**src/hw/capture_timer_map.svh**
```systemverilog
// Register offsets, field positions, reset values and timing counts of the capture timer
`ifndef CAPTURE_TIMER_MAP_SVH
`define CAPTURE_TIMER_MAP_SVH

// ==========================================================================
// Register addresses
`define PRESCALER_MODE_ADDR 16'hFF61
`define MODE_CONTROL_ADDR   16'hFF65
`define CAPTURE_DIV_ADDR    16'hFF67
`define CAPTURE0_ADDR       16'hFF68
`define CAPTURE1_ADDR       16'hFF6A
`define CAPTURE2_ADDR       16'hFF6C

// ==========================================================================
// Fields and reset values
`define RUN_ENABLE_BIT      2
`define CTRL_RESET          8'h00
`define MODE_CONTROL_MASK   8'h04
`define CAPTURE_DIV_MASK    8'h03
`define EDGE_FIELD_LSB      2

// ==========================================================================
// Prescaler: count tick every 2^(SHIFT_BASE+sel) main clocks
`define PRESCALE_SHIFT_BASE 3
`define PRESCALE_WIDTH      6

`endif

```
**src/hw/capture_timer_pkg.sv**
```systemverilog
// Types shared by the capture timer design
package capture_timer_pkg;
  typedef enum logic [1:0] {
    EDGE_FALL    = 2'b00,
    EDGE_RISE    = 2'b01,
    EDGE_BAD     = 2'b10,
    EDGE_BOTH    = 2'b11
  } edge_sel_type;

  typedef struct packed {
    logic        rd;
    logic        wr;
    logic [15:0] addr;
    logic [7:0]  wdata;
  } cpu_req_type;

  typedef struct packed {
    logic [15:0] rdata;
    logic        ack;
  } cpu_rsp_type;
endpackage : capture_timer_pkg

```
**src/hw/capture_channel.sv**
```systemverilog
// One capture channel: input synchroniser, two-sample filter, edge select, capture latch
`timescale 1ns/10ps
`include "capture_timer_map.svh"
module capture_channel (
  input  wire logic                         core_clk,
  input  wire logic                         nrst,
  input  wire logic                         pin_in,
  input  wire logic                         tick,
  input  wire logic                         run,
  input  wire capture_timer_pkg::edge_sel_type edge_sel,
  input  wire logic [1:0]                   div_sel,
  input  wire logic                         use_div,
  input  wire logic [15:0]                  count,
  output logic [15:0]                       cap_r,
  output logic                              irq_r
);
  import capture_timer_pkg::*;

  logic [2:0] sync_r;
  logic       samp_r;
  logic       level_r;
  logic [2:0] div_cnt_r;
  logic       edge_hit;
  logic       fire;
  logic [2:0] div_top;

  // ==========================================================================
  // Pin synchroniser: change counts once stages two and three agree
  always_ff @(posedge core_clk) begin
    if (!nrst) begin
      sync_r <= 3'h0;
    end else begin
      sync_r <= {sync_r[1:0], pin_in};
    end
  end

  // Sample on the count tick; level moves only after two equal samples
  // Level resets low so a high pin at start looks like a rising edge
  always_ff @(posedge core_clk) begin
    if (!nrst) begin
      samp_r  <= 1'b0;
      level_r <= 1'b0;
    end else if (!run) begin
      samp_r  <= 1'b0;
      level_r <= 1'b0;
    end else if (tick && (sync_r[2] == sync_r[1])) begin
      samp_r <= sync_r[2];
      if (samp_r == sync_r[2]) begin
        level_r <= samp_r;
      end
    end
  end

  // Edge selection; prohibited code never captures
  always_comb begin
    edge_hit = 1'b0;
    if (run && tick && (samp_r == sync_r[2]) && (sync_r[2] == sync_r[1])
        && (samp_r != level_r)) begin
      unique case (edge_sel)
        EDGE_FALL: edge_hit = !samp_r;
        EDGE_RISE: edge_hit = samp_r;
        EDGE_BOTH: edge_hit = 1'b1;
        EDGE_BAD:  edge_hit = 1'b0;
      endcase
    end
  end

  // ==========================================================================
  // Optional capture divider: every 2^div_sel-th edge captures
  assign div_top = (3'h1 << div_sel) - 3'h1;
  assign fire    = edge_hit && (!use_div || (div_cnt_r == div_top));

  always_ff @(posedge core_clk) begin
    if (!nrst || !run) begin
      div_cnt_r <= 3'h0;
    end else if (edge_hit && use_div) begin
      div_cnt_r <= (div_cnt_r == div_top) ? 3'h0 : div_cnt_r + 3'h1;
    end
  end

  // Capture wins over any read in the same cycle; that read returns the old value
  always_ff @(posedge core_clk) begin
    if (!nrst) begin
      cap_r <= 16'h0000;
      irq_r <= 1'b0;
    end else begin
      irq_r <= fire;
      if (fire) begin
        cap_r <= count;
      end
    end
  end
endmodule : capture_channel

```
**src/hw/capture_timer.sv**
```systemverilog
// Top of the three-channel free-running capture timer with its control registers
`timescale 1ns/10ps
`include "capture_timer_map.svh"
module capture_timer (
  input  wire logic                          core_clk,
  input  wire logic                          nrst,
  input  wire capture_timer_pkg::cpu_req_type cpu_req,
  output capture_timer_pkg::cpu_rsp_type     cpu_rsp,
  input  wire logic                          capture_input0,
  input  wire logic                          capture_input1,
  input  wire logic                          capture_input2,
  output logic                               capture_irq0,
  output logic                               capture_irq1,
  output logic                               capture_irq2,
  output logic [15:0]                        free_run_counter
);
  import capture_timer_pkg::*;

  logic [7:0]  mode_control_reg_r;
  logic [7:0]  capture_pulse_control_reg_r;
  logic [7:0]  prescaler_mode_reg_r;
  logic [15:0] count_r;
  logic [`PRESCALE_WIDTH-1:0] presc_r;
  logic        tick;
  logic        run;
  logic [2:0]  pins;
  logic [2:0]  irqs;
  logic [15:0] caps [3];
  cpu_rsp_type rsp_nxt;
  cpu_rsp_type rsp_r;

  assign run = mode_control_reg_r[`RUN_ENABLE_BIT];

  // ==========================================================================
  // Control registers; unused bits are forced to zero on write
  always_ff @(posedge core_clk) begin
    if (!nrst) begin
      mode_control_reg_r          <= `CTRL_RESET;
      capture_pulse_control_reg_r <= `CTRL_RESET;
      prescaler_mode_reg_r        <= `CTRL_RESET;
    end else if (cpu_req.wr) begin
      unique case (cpu_req.addr)
        `MODE_CONTROL_ADDR: mode_control_reg_r <= cpu_req.wdata & `MODE_CONTROL_MASK;
        `CAPTURE_DIV_ADDR:  capture_pulse_control_reg_r <= cpu_req.wdata & `CAPTURE_DIV_MASK;
        `PRESCALER_MODE_ADDR: prescaler_mode_reg_r <= cpu_req.wdata;
        default: ;
      endcase
    end
  end

  // ==========================================================================
  // Prescaler free-runs from reset, not aligned to start; first tick may lag
  always_ff @(posedge core_clk) begin
    if (!nrst) begin
      presc_r <= '0;
    end else begin
      presc_r <= presc_r + 6'h01;
    end
  end

  // Tick when the low bits selected by the clock field roll over
  always_comb begin
    unique case (prescaler_mode_reg_r[1:0])
      2'b00: tick = (presc_r[2:0] == 3'h7);
      2'b01: tick = (presc_r[3:0] == 4'hF);
      2'b10: tick = (presc_r[4:0] == 5'h1F);
      2'b11: tick = (presc_r[5:0] == 6'h3F);
    endcase
  end

  // ==========================================================================
  // Free-running counter: cleared when stopped, wraps silently
  always_ff @(posedge core_clk) begin
    if (!nrst) begin
      count_r <= 16'h0000;
    end else if (!run) begin
      count_r <= 16'h0000;
    end else if (tick) begin
      count_r <= count_r + 16'h0001;
    end
  end

  always_ff @(posedge core_clk) begin
    if (!nrst) begin
      free_run_counter <= 16'h0000;
    end else begin
      free_run_counter <= count_r;
    end
  end

  // ==========================================================================
  // Three identical channels; only the third uses the divider
  assign pins = {capture_input2, capture_input1, capture_input0};

  generate
    for (genvar i = 0; i < 3; i++) begin : g_chan
      capture_channel u_chan (
        .core_clk (core_clk),
        .nrst     (nrst),
        .pin_in   (pins[i]),
        .tick     (tick),
        .run      (run),
        .edge_sel (edge_sel_type'(prescaler_mode_reg_r[`EDGE_FIELD_LSB+2*i +: 2])),
        .div_sel  (capture_pulse_control_reg_r[1:0]),
        .use_div  (i == 2),
        .count    (count_r),
        .cap_r    (caps[i]),
        .irq_r    (irqs[i])
      );
    end
  endgenerate

  assign capture_irq0 = irqs[0];
  assign capture_irq1 = irqs[1];
  assign capture_irq2 = irqs[2];

  // ==========================================================================
  // Read path: one-cycle registered answer; unmapped reads give zero
  always_comb begin
    rsp_nxt = '0;
    rsp_nxt.ack = cpu_req.rd | cpu_req.wr;
    if (cpu_req.rd) begin
      unique case (cpu_req.addr)
        `MODE_CONTROL_ADDR:   rsp_nxt.rdata = {8'h00, mode_control_reg_r};
        `CAPTURE_DIV_ADDR:    rsp_nxt.rdata = {8'h00, capture_pulse_control_reg_r};
        `PRESCALER_MODE_ADDR: rsp_nxt.rdata = {8'h00, prescaler_mode_reg_r};
        `CAPTURE0_ADDR:       rsp_nxt.rdata = caps[0];
        `CAPTURE1_ADDR:       rsp_nxt.rdata = caps[1];
        `CAPTURE2_ADDR:       rsp_nxt.rdata = caps[2];
        default:              rsp_nxt.rdata = 16'h0000;
      endcase
    end
  end

  always_ff @(posedge core_clk) begin
    if (!nrst) begin
      rsp_r <= '0;
    end else begin
      rsp_r <= rsp_nxt;
    end
  end

  assign cpu_rsp = rsp_r;
endmodule : capture_timer

```
**config.mk**
```make
export PLATFORM = sky130hd
export DESIGN_NAME = capture_timer
export DESIGN_NICKNAME = d
export VERILOG_FILES = /design/src/hw/capture_timer_pkg.sv /design/src/hw/capture_channel.sv /design/src/hw/capture_timer.sv
export VERILOG_INCLUDE_DIRS = /design/src /design/src/hw
export SDC_FILE = /design/constraint.sdc
export NUM_CORES = 1
export LEC_CHECK = 0
export BUFFER_PORTS_ARGS = -buffer_cell sky130_fd_sc_hd__buf_2
export CORE_MARGIN = 2
export CORE_UTILIZATION = 25
export CTS_BUF_LIST = sky130_fd_sc_hd__clkbuf_16
export DETAILED_ROUTE_END_ITERATION = 8
export MAX_ROUTING_LAYER = met4
export PLACE_DENSITY = 0.4
export SLEW_MARGIN = 30
export SYNTH_ARGS = -nofsm -noshare
export SYNTH_HDL_FRONTEND = slang
export SYNTH_SLANG_ARGS = --single-unit
export TNS_END_PERCENT = 30
```
**constraint.sdc**
```tcl
create_clock -name core_clk -period 2.5 [get_ports core_clk]
set_input_delay 0.375 -clock core_clk [delete_from_list [all_inputs] [get_ports core_clk]]
set_output_delay 0.375 -clock core_clk [all_outputs]
set_load 0.1 [all_outputs]
```
**Yosys cells after proc, flatten, opt, wreduce, memory -nomap -nowiden**

Index checks and enable logic that the tools add are counted.

- Flip-flop bits (word level): 135
- Bits in latches: 0
- Memory bits (writable): 0
- Bits in read-only memories: 0
- Input bits: 31
- Output and inout port bits: 36
- Memories kept: 0

- Add/subtract/negate cells: 4
- Multiply operators: 0
- Div/mod/pow operators: 0
- $lt $le $gt $ge: 0
- Equal/unequal tests: 32
- Shift operators: 1
- Multiplexer cells: 9
- Bitwise logic cells: 1
- Reductions and logical operators: 32

Operators with widths:

| cell | number |
|---|---|
| equality test 16 bit (second input constant) | 6 |
| one-hot mux 16 bit (6 select lines) | 1 |
| adder 16 x 1 -> 16 bit (second input constant) | 1 |
| equality test 2 bit (second input constant) | 8 |
| one-hot mux 1 bit (4 select lines) | 4 |
| AND reduction 2 bit | 8 |
| logical AND 1 bit | 14 |
| equality test 2 x 1 -> 1 bit (second input constant) | 4 |
| zero test 2 bit | 4 |
| adder 6 x 1 -> 6 bit (second input constant) | 1 |
| equality test 1 bit | 6 |
| equality test 6 bit (second input constant) | 1 |
| equality test 5 bit (second input constant) | 1 |
| zero test 1 bit | 5 |
| equality test 4 bit (second input constant) | 1 |
| adder 3 x 1 -> 3 bit (second input constant) | 1 |
| equality test 3 bit | 1 |
| equality test 3 bit (second input constant) | 1 |
| two-way mux 1 bit | 3 |
| two-way mux 3 bit | 1 |
| inequality test 1 bit | 3 |
| left shift 1 x 2 -> 3 bit (first input constant) | 1 |
| subtractor 3 x 1 -> 3 bit (second input constant) | 1 |
| logical OR 1 bit | 1 |
| bitwise OR 1 bit | 1 |

**Longest topological paths before layout**

- Depth after elaboration: 8
- Gate-level depth with buffers: 10
- Gate-level depth less buffers: 8

**Cells and area by module**

A second synthesis with hierarchy kept.

- Cells, all modules: 693
- Area, all modules: 6548.8 µm²

By module, submodules not included:

| module | times used | cells each | area each (µm²) | sequential area each (µm²) |
|---|---|---|---|---|
| capture_channel | 3 | 124 | 1209.9 | 500.5 |
| capture_timer | 1 | 321 | 2919.0 | 1321.3 |

**Worst setup path before layout**

OpenSTA, ideal clock, no wires.

- Kind: register -> register
- Start: register presc_r[0]
- End: register g_chan[0].u_chan.cap_r[2]
- Arrival time: 2.037 ns
- Data required time: 2.372 ns
- Slack: 0.336 ns
- Cell stages (with the launch flop): 11
- Period minus slack after synthesis: 2.164 ns
- Cell sequence: dfxtp_1 -> ha_1 -> and3_1 -> ha_1 -> mux2i_1 -> o22ai_2 -> o211ai_1 -> buf_2 -> buf_4 -> mux2i_1 -> nor2_1

- Word-level cells in the longest chain between the ends: 7

Ends and longest elaborated chain:

| element | line | RTL |
|---|---|---|
| start, declared | capture_timer.sv:23 | `` logic [`PRESCALE_WIDTH-1:0] presc_r; `` |
| start signal, assigned | capture_timer.sv:57 | `presc_r <= presc_r + 6'h01;` |
| equality test 6 bit (tied with other cells) | capture_timer.sv:67 | `2'b11: tick = (presc_r[5:0] == 6'h3F);` |
| one-hot mux 1 bit (4 select lines) (*) | capture_timer.sv:63 | `unique case (prescaler_mode_reg_r[1:0])` |
| logical AND 1 bit (*) (3 in series) | capture_channel.sv:57 | `if (run && tick && (samp_r == sync_r[2]) && (sync_r[2] == sync_r[1])` |
| logical AND 1 bit (*) | capture_channel.sv:58 | `&& (samp_r != level_r)) begin` |
| two-way mux 1 bit (*) | capture_channel.sv:57 |  |
| end signal, assigned | capture_channel.sv:89 | `cap_r <= count;` |
| end, declared | capture_channel.sv:14 | `output logic [15:0] cap_r,` |

Every way passes the cells marked *; elsewhere a longest branch is shown, timed or not.
A chain may end at the register's enable or synchronous reset.

**Final worst setup path**

- Start: register presc_r[0]
- End: register count_r[14]

- Word-level cells in the longest chain between the ends: 2

Ends and longest elaborated chain:

| element | line | RTL |
|---|---|---|
| equality test 6 bit (tied with other cells) | capture_timer.sv:67 |  |
| one-hot mux 1 bit (4 select lines) (*) | capture_timer.sv:63 |  |
| end signal, assigned | capture_timer.sv:79 | `count_r <= count_r + 16'h0001;` |
| end, declared | capture_timer.sv:22 | `logic [15:0] count_r;` |

Marks and branches as above.

==> metrics.md <==
| Metric | Value |
|---|---|
| Final hold violations | `0` |
| Achievable Freq | `453 MHz` |
| CTS tree | `yes` |
| Non-Filler Instances | `917` |
| Core area | `21200 sq um` |
| Area of the multi-input gates | `2480 sq um` |
| Pins Over Slew Limit | `0` |
| I/O Buffers | `66` |
| Setup TNS | `0 ns` |
| Most common cell in the netlist | `dfxtp_1` |
| HPWL after detailed placement | `9.76 mm` |
| Fill cells | `2199` |
| Initial antenna violation count | `0` |
| Die footprint | `22800 sq um` |
| Seq. cell area | `2700 sq um` |
| Critical path capture point type | `register` |
| DR vias | `4143` |
| Antenna diode count | `0` |
| Sequential cell area fraction in the yosys report | `0.500` |
| Clock Tree Buf Depth | `2` |
| Final Cell Area | `6680 sq um` |
| Post-CTS Resized | `0` |
| Most frequent cells after synthesis | `135 x dfxtp_1, 69 x nor2_1, 62 x nand2_1, 53 x mux2i_1, 23 x a21oi_1` |
| All-Layer GR Usage | `0.136` |
| Inserted Clock Buffers | `17` |
| Worst rel slew slack | `0.661` |
| RSZ-0062 raised after global routing | `false` |
| Proportion of layout cells with a drive suffix above 1 | `0.217` |
| Root buffer cell | `clkbuf_16` |
| Layout Area Growth over Synthesis | `23.5%` |
| CTS H-Tree Depth | `4` |
| Gate Count Post-Synth | `560` |
| # DRC | `0` |
| Die W | `151 microns` |
| Post-Syn Nets | `596` |
| Top cells by area, synth | `dfxtp_1 50%, mux2i_1 9.8%, nor2_1 4.8%` |
| Distinct cells, synth | `51` |
| TritonRoute pass-1 iters | `4` |
| HP Class | `in -> reg` |
| Count of final setup violators | `0` |
| Synth Flop Type | `dfxtp_1` |
| Antenna viol nets, final | `0` |
| Clock-pin slew on the worst setup and hold paths | `0.06 ns` |
| CTS Sinks | `135` |
| Mapped Area | `5410 sq um` |
| Number of global-route vias before repair | `4081` |
| Peak supply drop | `0.442 mV` |
| Post-CTS Repair Setup Buffers | `0` |
| Placer congestion estimate | `0.738` |
| Tightest Pin Transition | `0.509 ns` |
| Final worst path period need | `2.21 ns` |
| Startpoint Class | `register` |
| Row count | `53` |
| Clk_skew | `0.0107 ns` |
| Nets | `665` |
| PD cells | `715 nW/um^2` |
| Ys async rst share | `0` |
| Max FO, Critical Path | `7` |
| Total number of yosys warnings | `0` |
| Setup Crit Path Kind | `reg -> reg` |
| Flop and latch count out of synthesis | `135` |
| CP Data Arrival Time | `2.55 ns` |
| Placed cells | `885` |
| Outcome | `completed` |
| Yosys top cell area share | `0.500` |
| Maxcap violations | `0` |
| Total grt overflow | `0` |
| Largest net degree at the start of global routing | `46` |
| Initial core utilization | `0.256` |
| Wire length of the first global-routing pass | `22.5 mm` |
| Leak | `2.88 nW` |
| Post-Place Cell Area | `6100 sq um` |
| Layout Utilization | `0.316` |
| Cts hold-fix bufs | `0` |
| Wire length per cell | `15.6 microns` |
| Area leader, netlist | `dfxtp_1` |
| CP required | `2.84 ns` |
| Number of DRC markers in iteration 0 | `200` |
| Syn Area/Cell | `9.66 sq um` |
| Latest clock arrival within the worst-skew pair | `0.42 ns` |
| I/O pins | `67` |
| Via density | `4.52` |
| Chip Height | `151 microns` |
| Tcrit/Tclk final | `0.882` |
| WL final | `14.3 mm` |
| EDFF count, synth | `0` |
cell type report:
class,instances,share of cell area
clock buffers,17,0.0636
inverters,17,0.00955
clock inverters,15,0.0241
well taps,275,0.0515
flip-flops and latches,135,0.404
repair buffers,83,0.0760
multi-input cells,375,0.371
worst paths after layout:
| kind | from | to | slack (ns) | cells past startpoint |
|---|---|---|---|---|
| worst max-delay path | presc_r[0]$_SDFF_PN0_ | count_r[14]$_SDFFE_PN0P_ | 0.29 | 8 |
| worst min register to register | g_chan[1].u_chan.sync_r[0]$_SDFF_PN0_ | g_chan[1].u_chan.sync_r[1]$_SDFF_PN0_ | 0.43 | 1 |
| worst max register to register | presc_r[0]$_SDFF_PN0_ | count_r[14]$_SDFFE_PN0P_ | 0.29 | 8 |
| worst min-delay path | capture_input0 | g_chan[0].u_chan.sync_r[0]$_SDFF_PN0_ | 0.17 | 2 |
cell usage in the layout (no fill, tap or decap), types with 5 or more instances in the layout:
master	n
mux2_2	17
nor4_1	6
nand3_1	12
dfxtp_1	135
buf_4	13
o21ai_0	7
xor2_1	10
and2_1	15
nor2_1	69
ha_1	5
a22oi_1	17
inv_1	16
mux2i_1	53
nor3_1	11
xnor2_1	11
buf_2	66
and3_1	5
nand4_1	12
nand2_1	62
a21oi_1	23
clkbuf_16	17
metrics by stage:
step	hold slack [ns]	setup slack (ns)	total power, mW
2_1_floorplan	0.412	0.336	2.27
3_3_place_gp	0.419	0.347	2.32
3_5_place_dp	0.421	0.322	2.33
4_1_cts	0.146	0.294	4.86
5_1_grt	0.164	0.139	4.97
6_report	0.165	0.295	4.78
power breakdown:
group / leakage, nW / switching [mW] / total [mW] / internal (mW)
sequential: 1.09 / 0.00790 / 2.17 / 2.16
combinational: 1.51 / 0.0680 / 0.106 / 0.0376
clock: 0.281 / 0.951 / 2.50 / 1.55
state kept, by name (all words and copies together), names as in the netlist, 3 cells and up:
name	count
count_r	16
cpu_rsp	17
free_run_counter	16
g_chan.u_chan.cap_r	48
g_chan.u_chan.div_cnt_r	3
g_chan.u_chan.irq_r	3
g_chan.u_chan.level_r	3
g_chan.u_chan.samp_r	3
g_chan.u_chan.sync_r	9
presc_r	6
prescaler_mode_reg_r	8
routing by layer:
metal  part of all wire  GRT usage  vias to the layer above  wire (microns)
li1                   -          -                     2065               -
met5                  0          -                        -               0
met3              0.040     0.0298                       18             566
met2               0.47      0.208                       84            6750
met4              0.021     0.0607                        0             297
met1               0.47      0.173                     1976            6670
kinds of logic (layout without fill, tap and decap cells):
kind of cell             Yosys count  in the layout  share of synthesized area
flip-flops                       135            135                      0.500
AND/OR/NAND/NOR                  215            215                      0.201
AO/OA/AOI/OAI                     64             64                     0.0786
buffers and inverters             50            132                     0.0423
adder cells (fa/ha/maj)            5              5                     0.0116
XOR/XNOR                          21             21                     0.0340
multiplexers                      70             70                      0.133
critical path, cell delays in order, from the launching register on:
cell and delay (ns):
dfxtp_1 0.36, ha_1 0.22, and3_1 0.17, ha_1 0.13, mux2i_1 0.09, o22ai_2 0.35
nand3_1 0.15, or4_1 0.52, a21oi_1 0.15
Power figures use the tool's default switching activity.
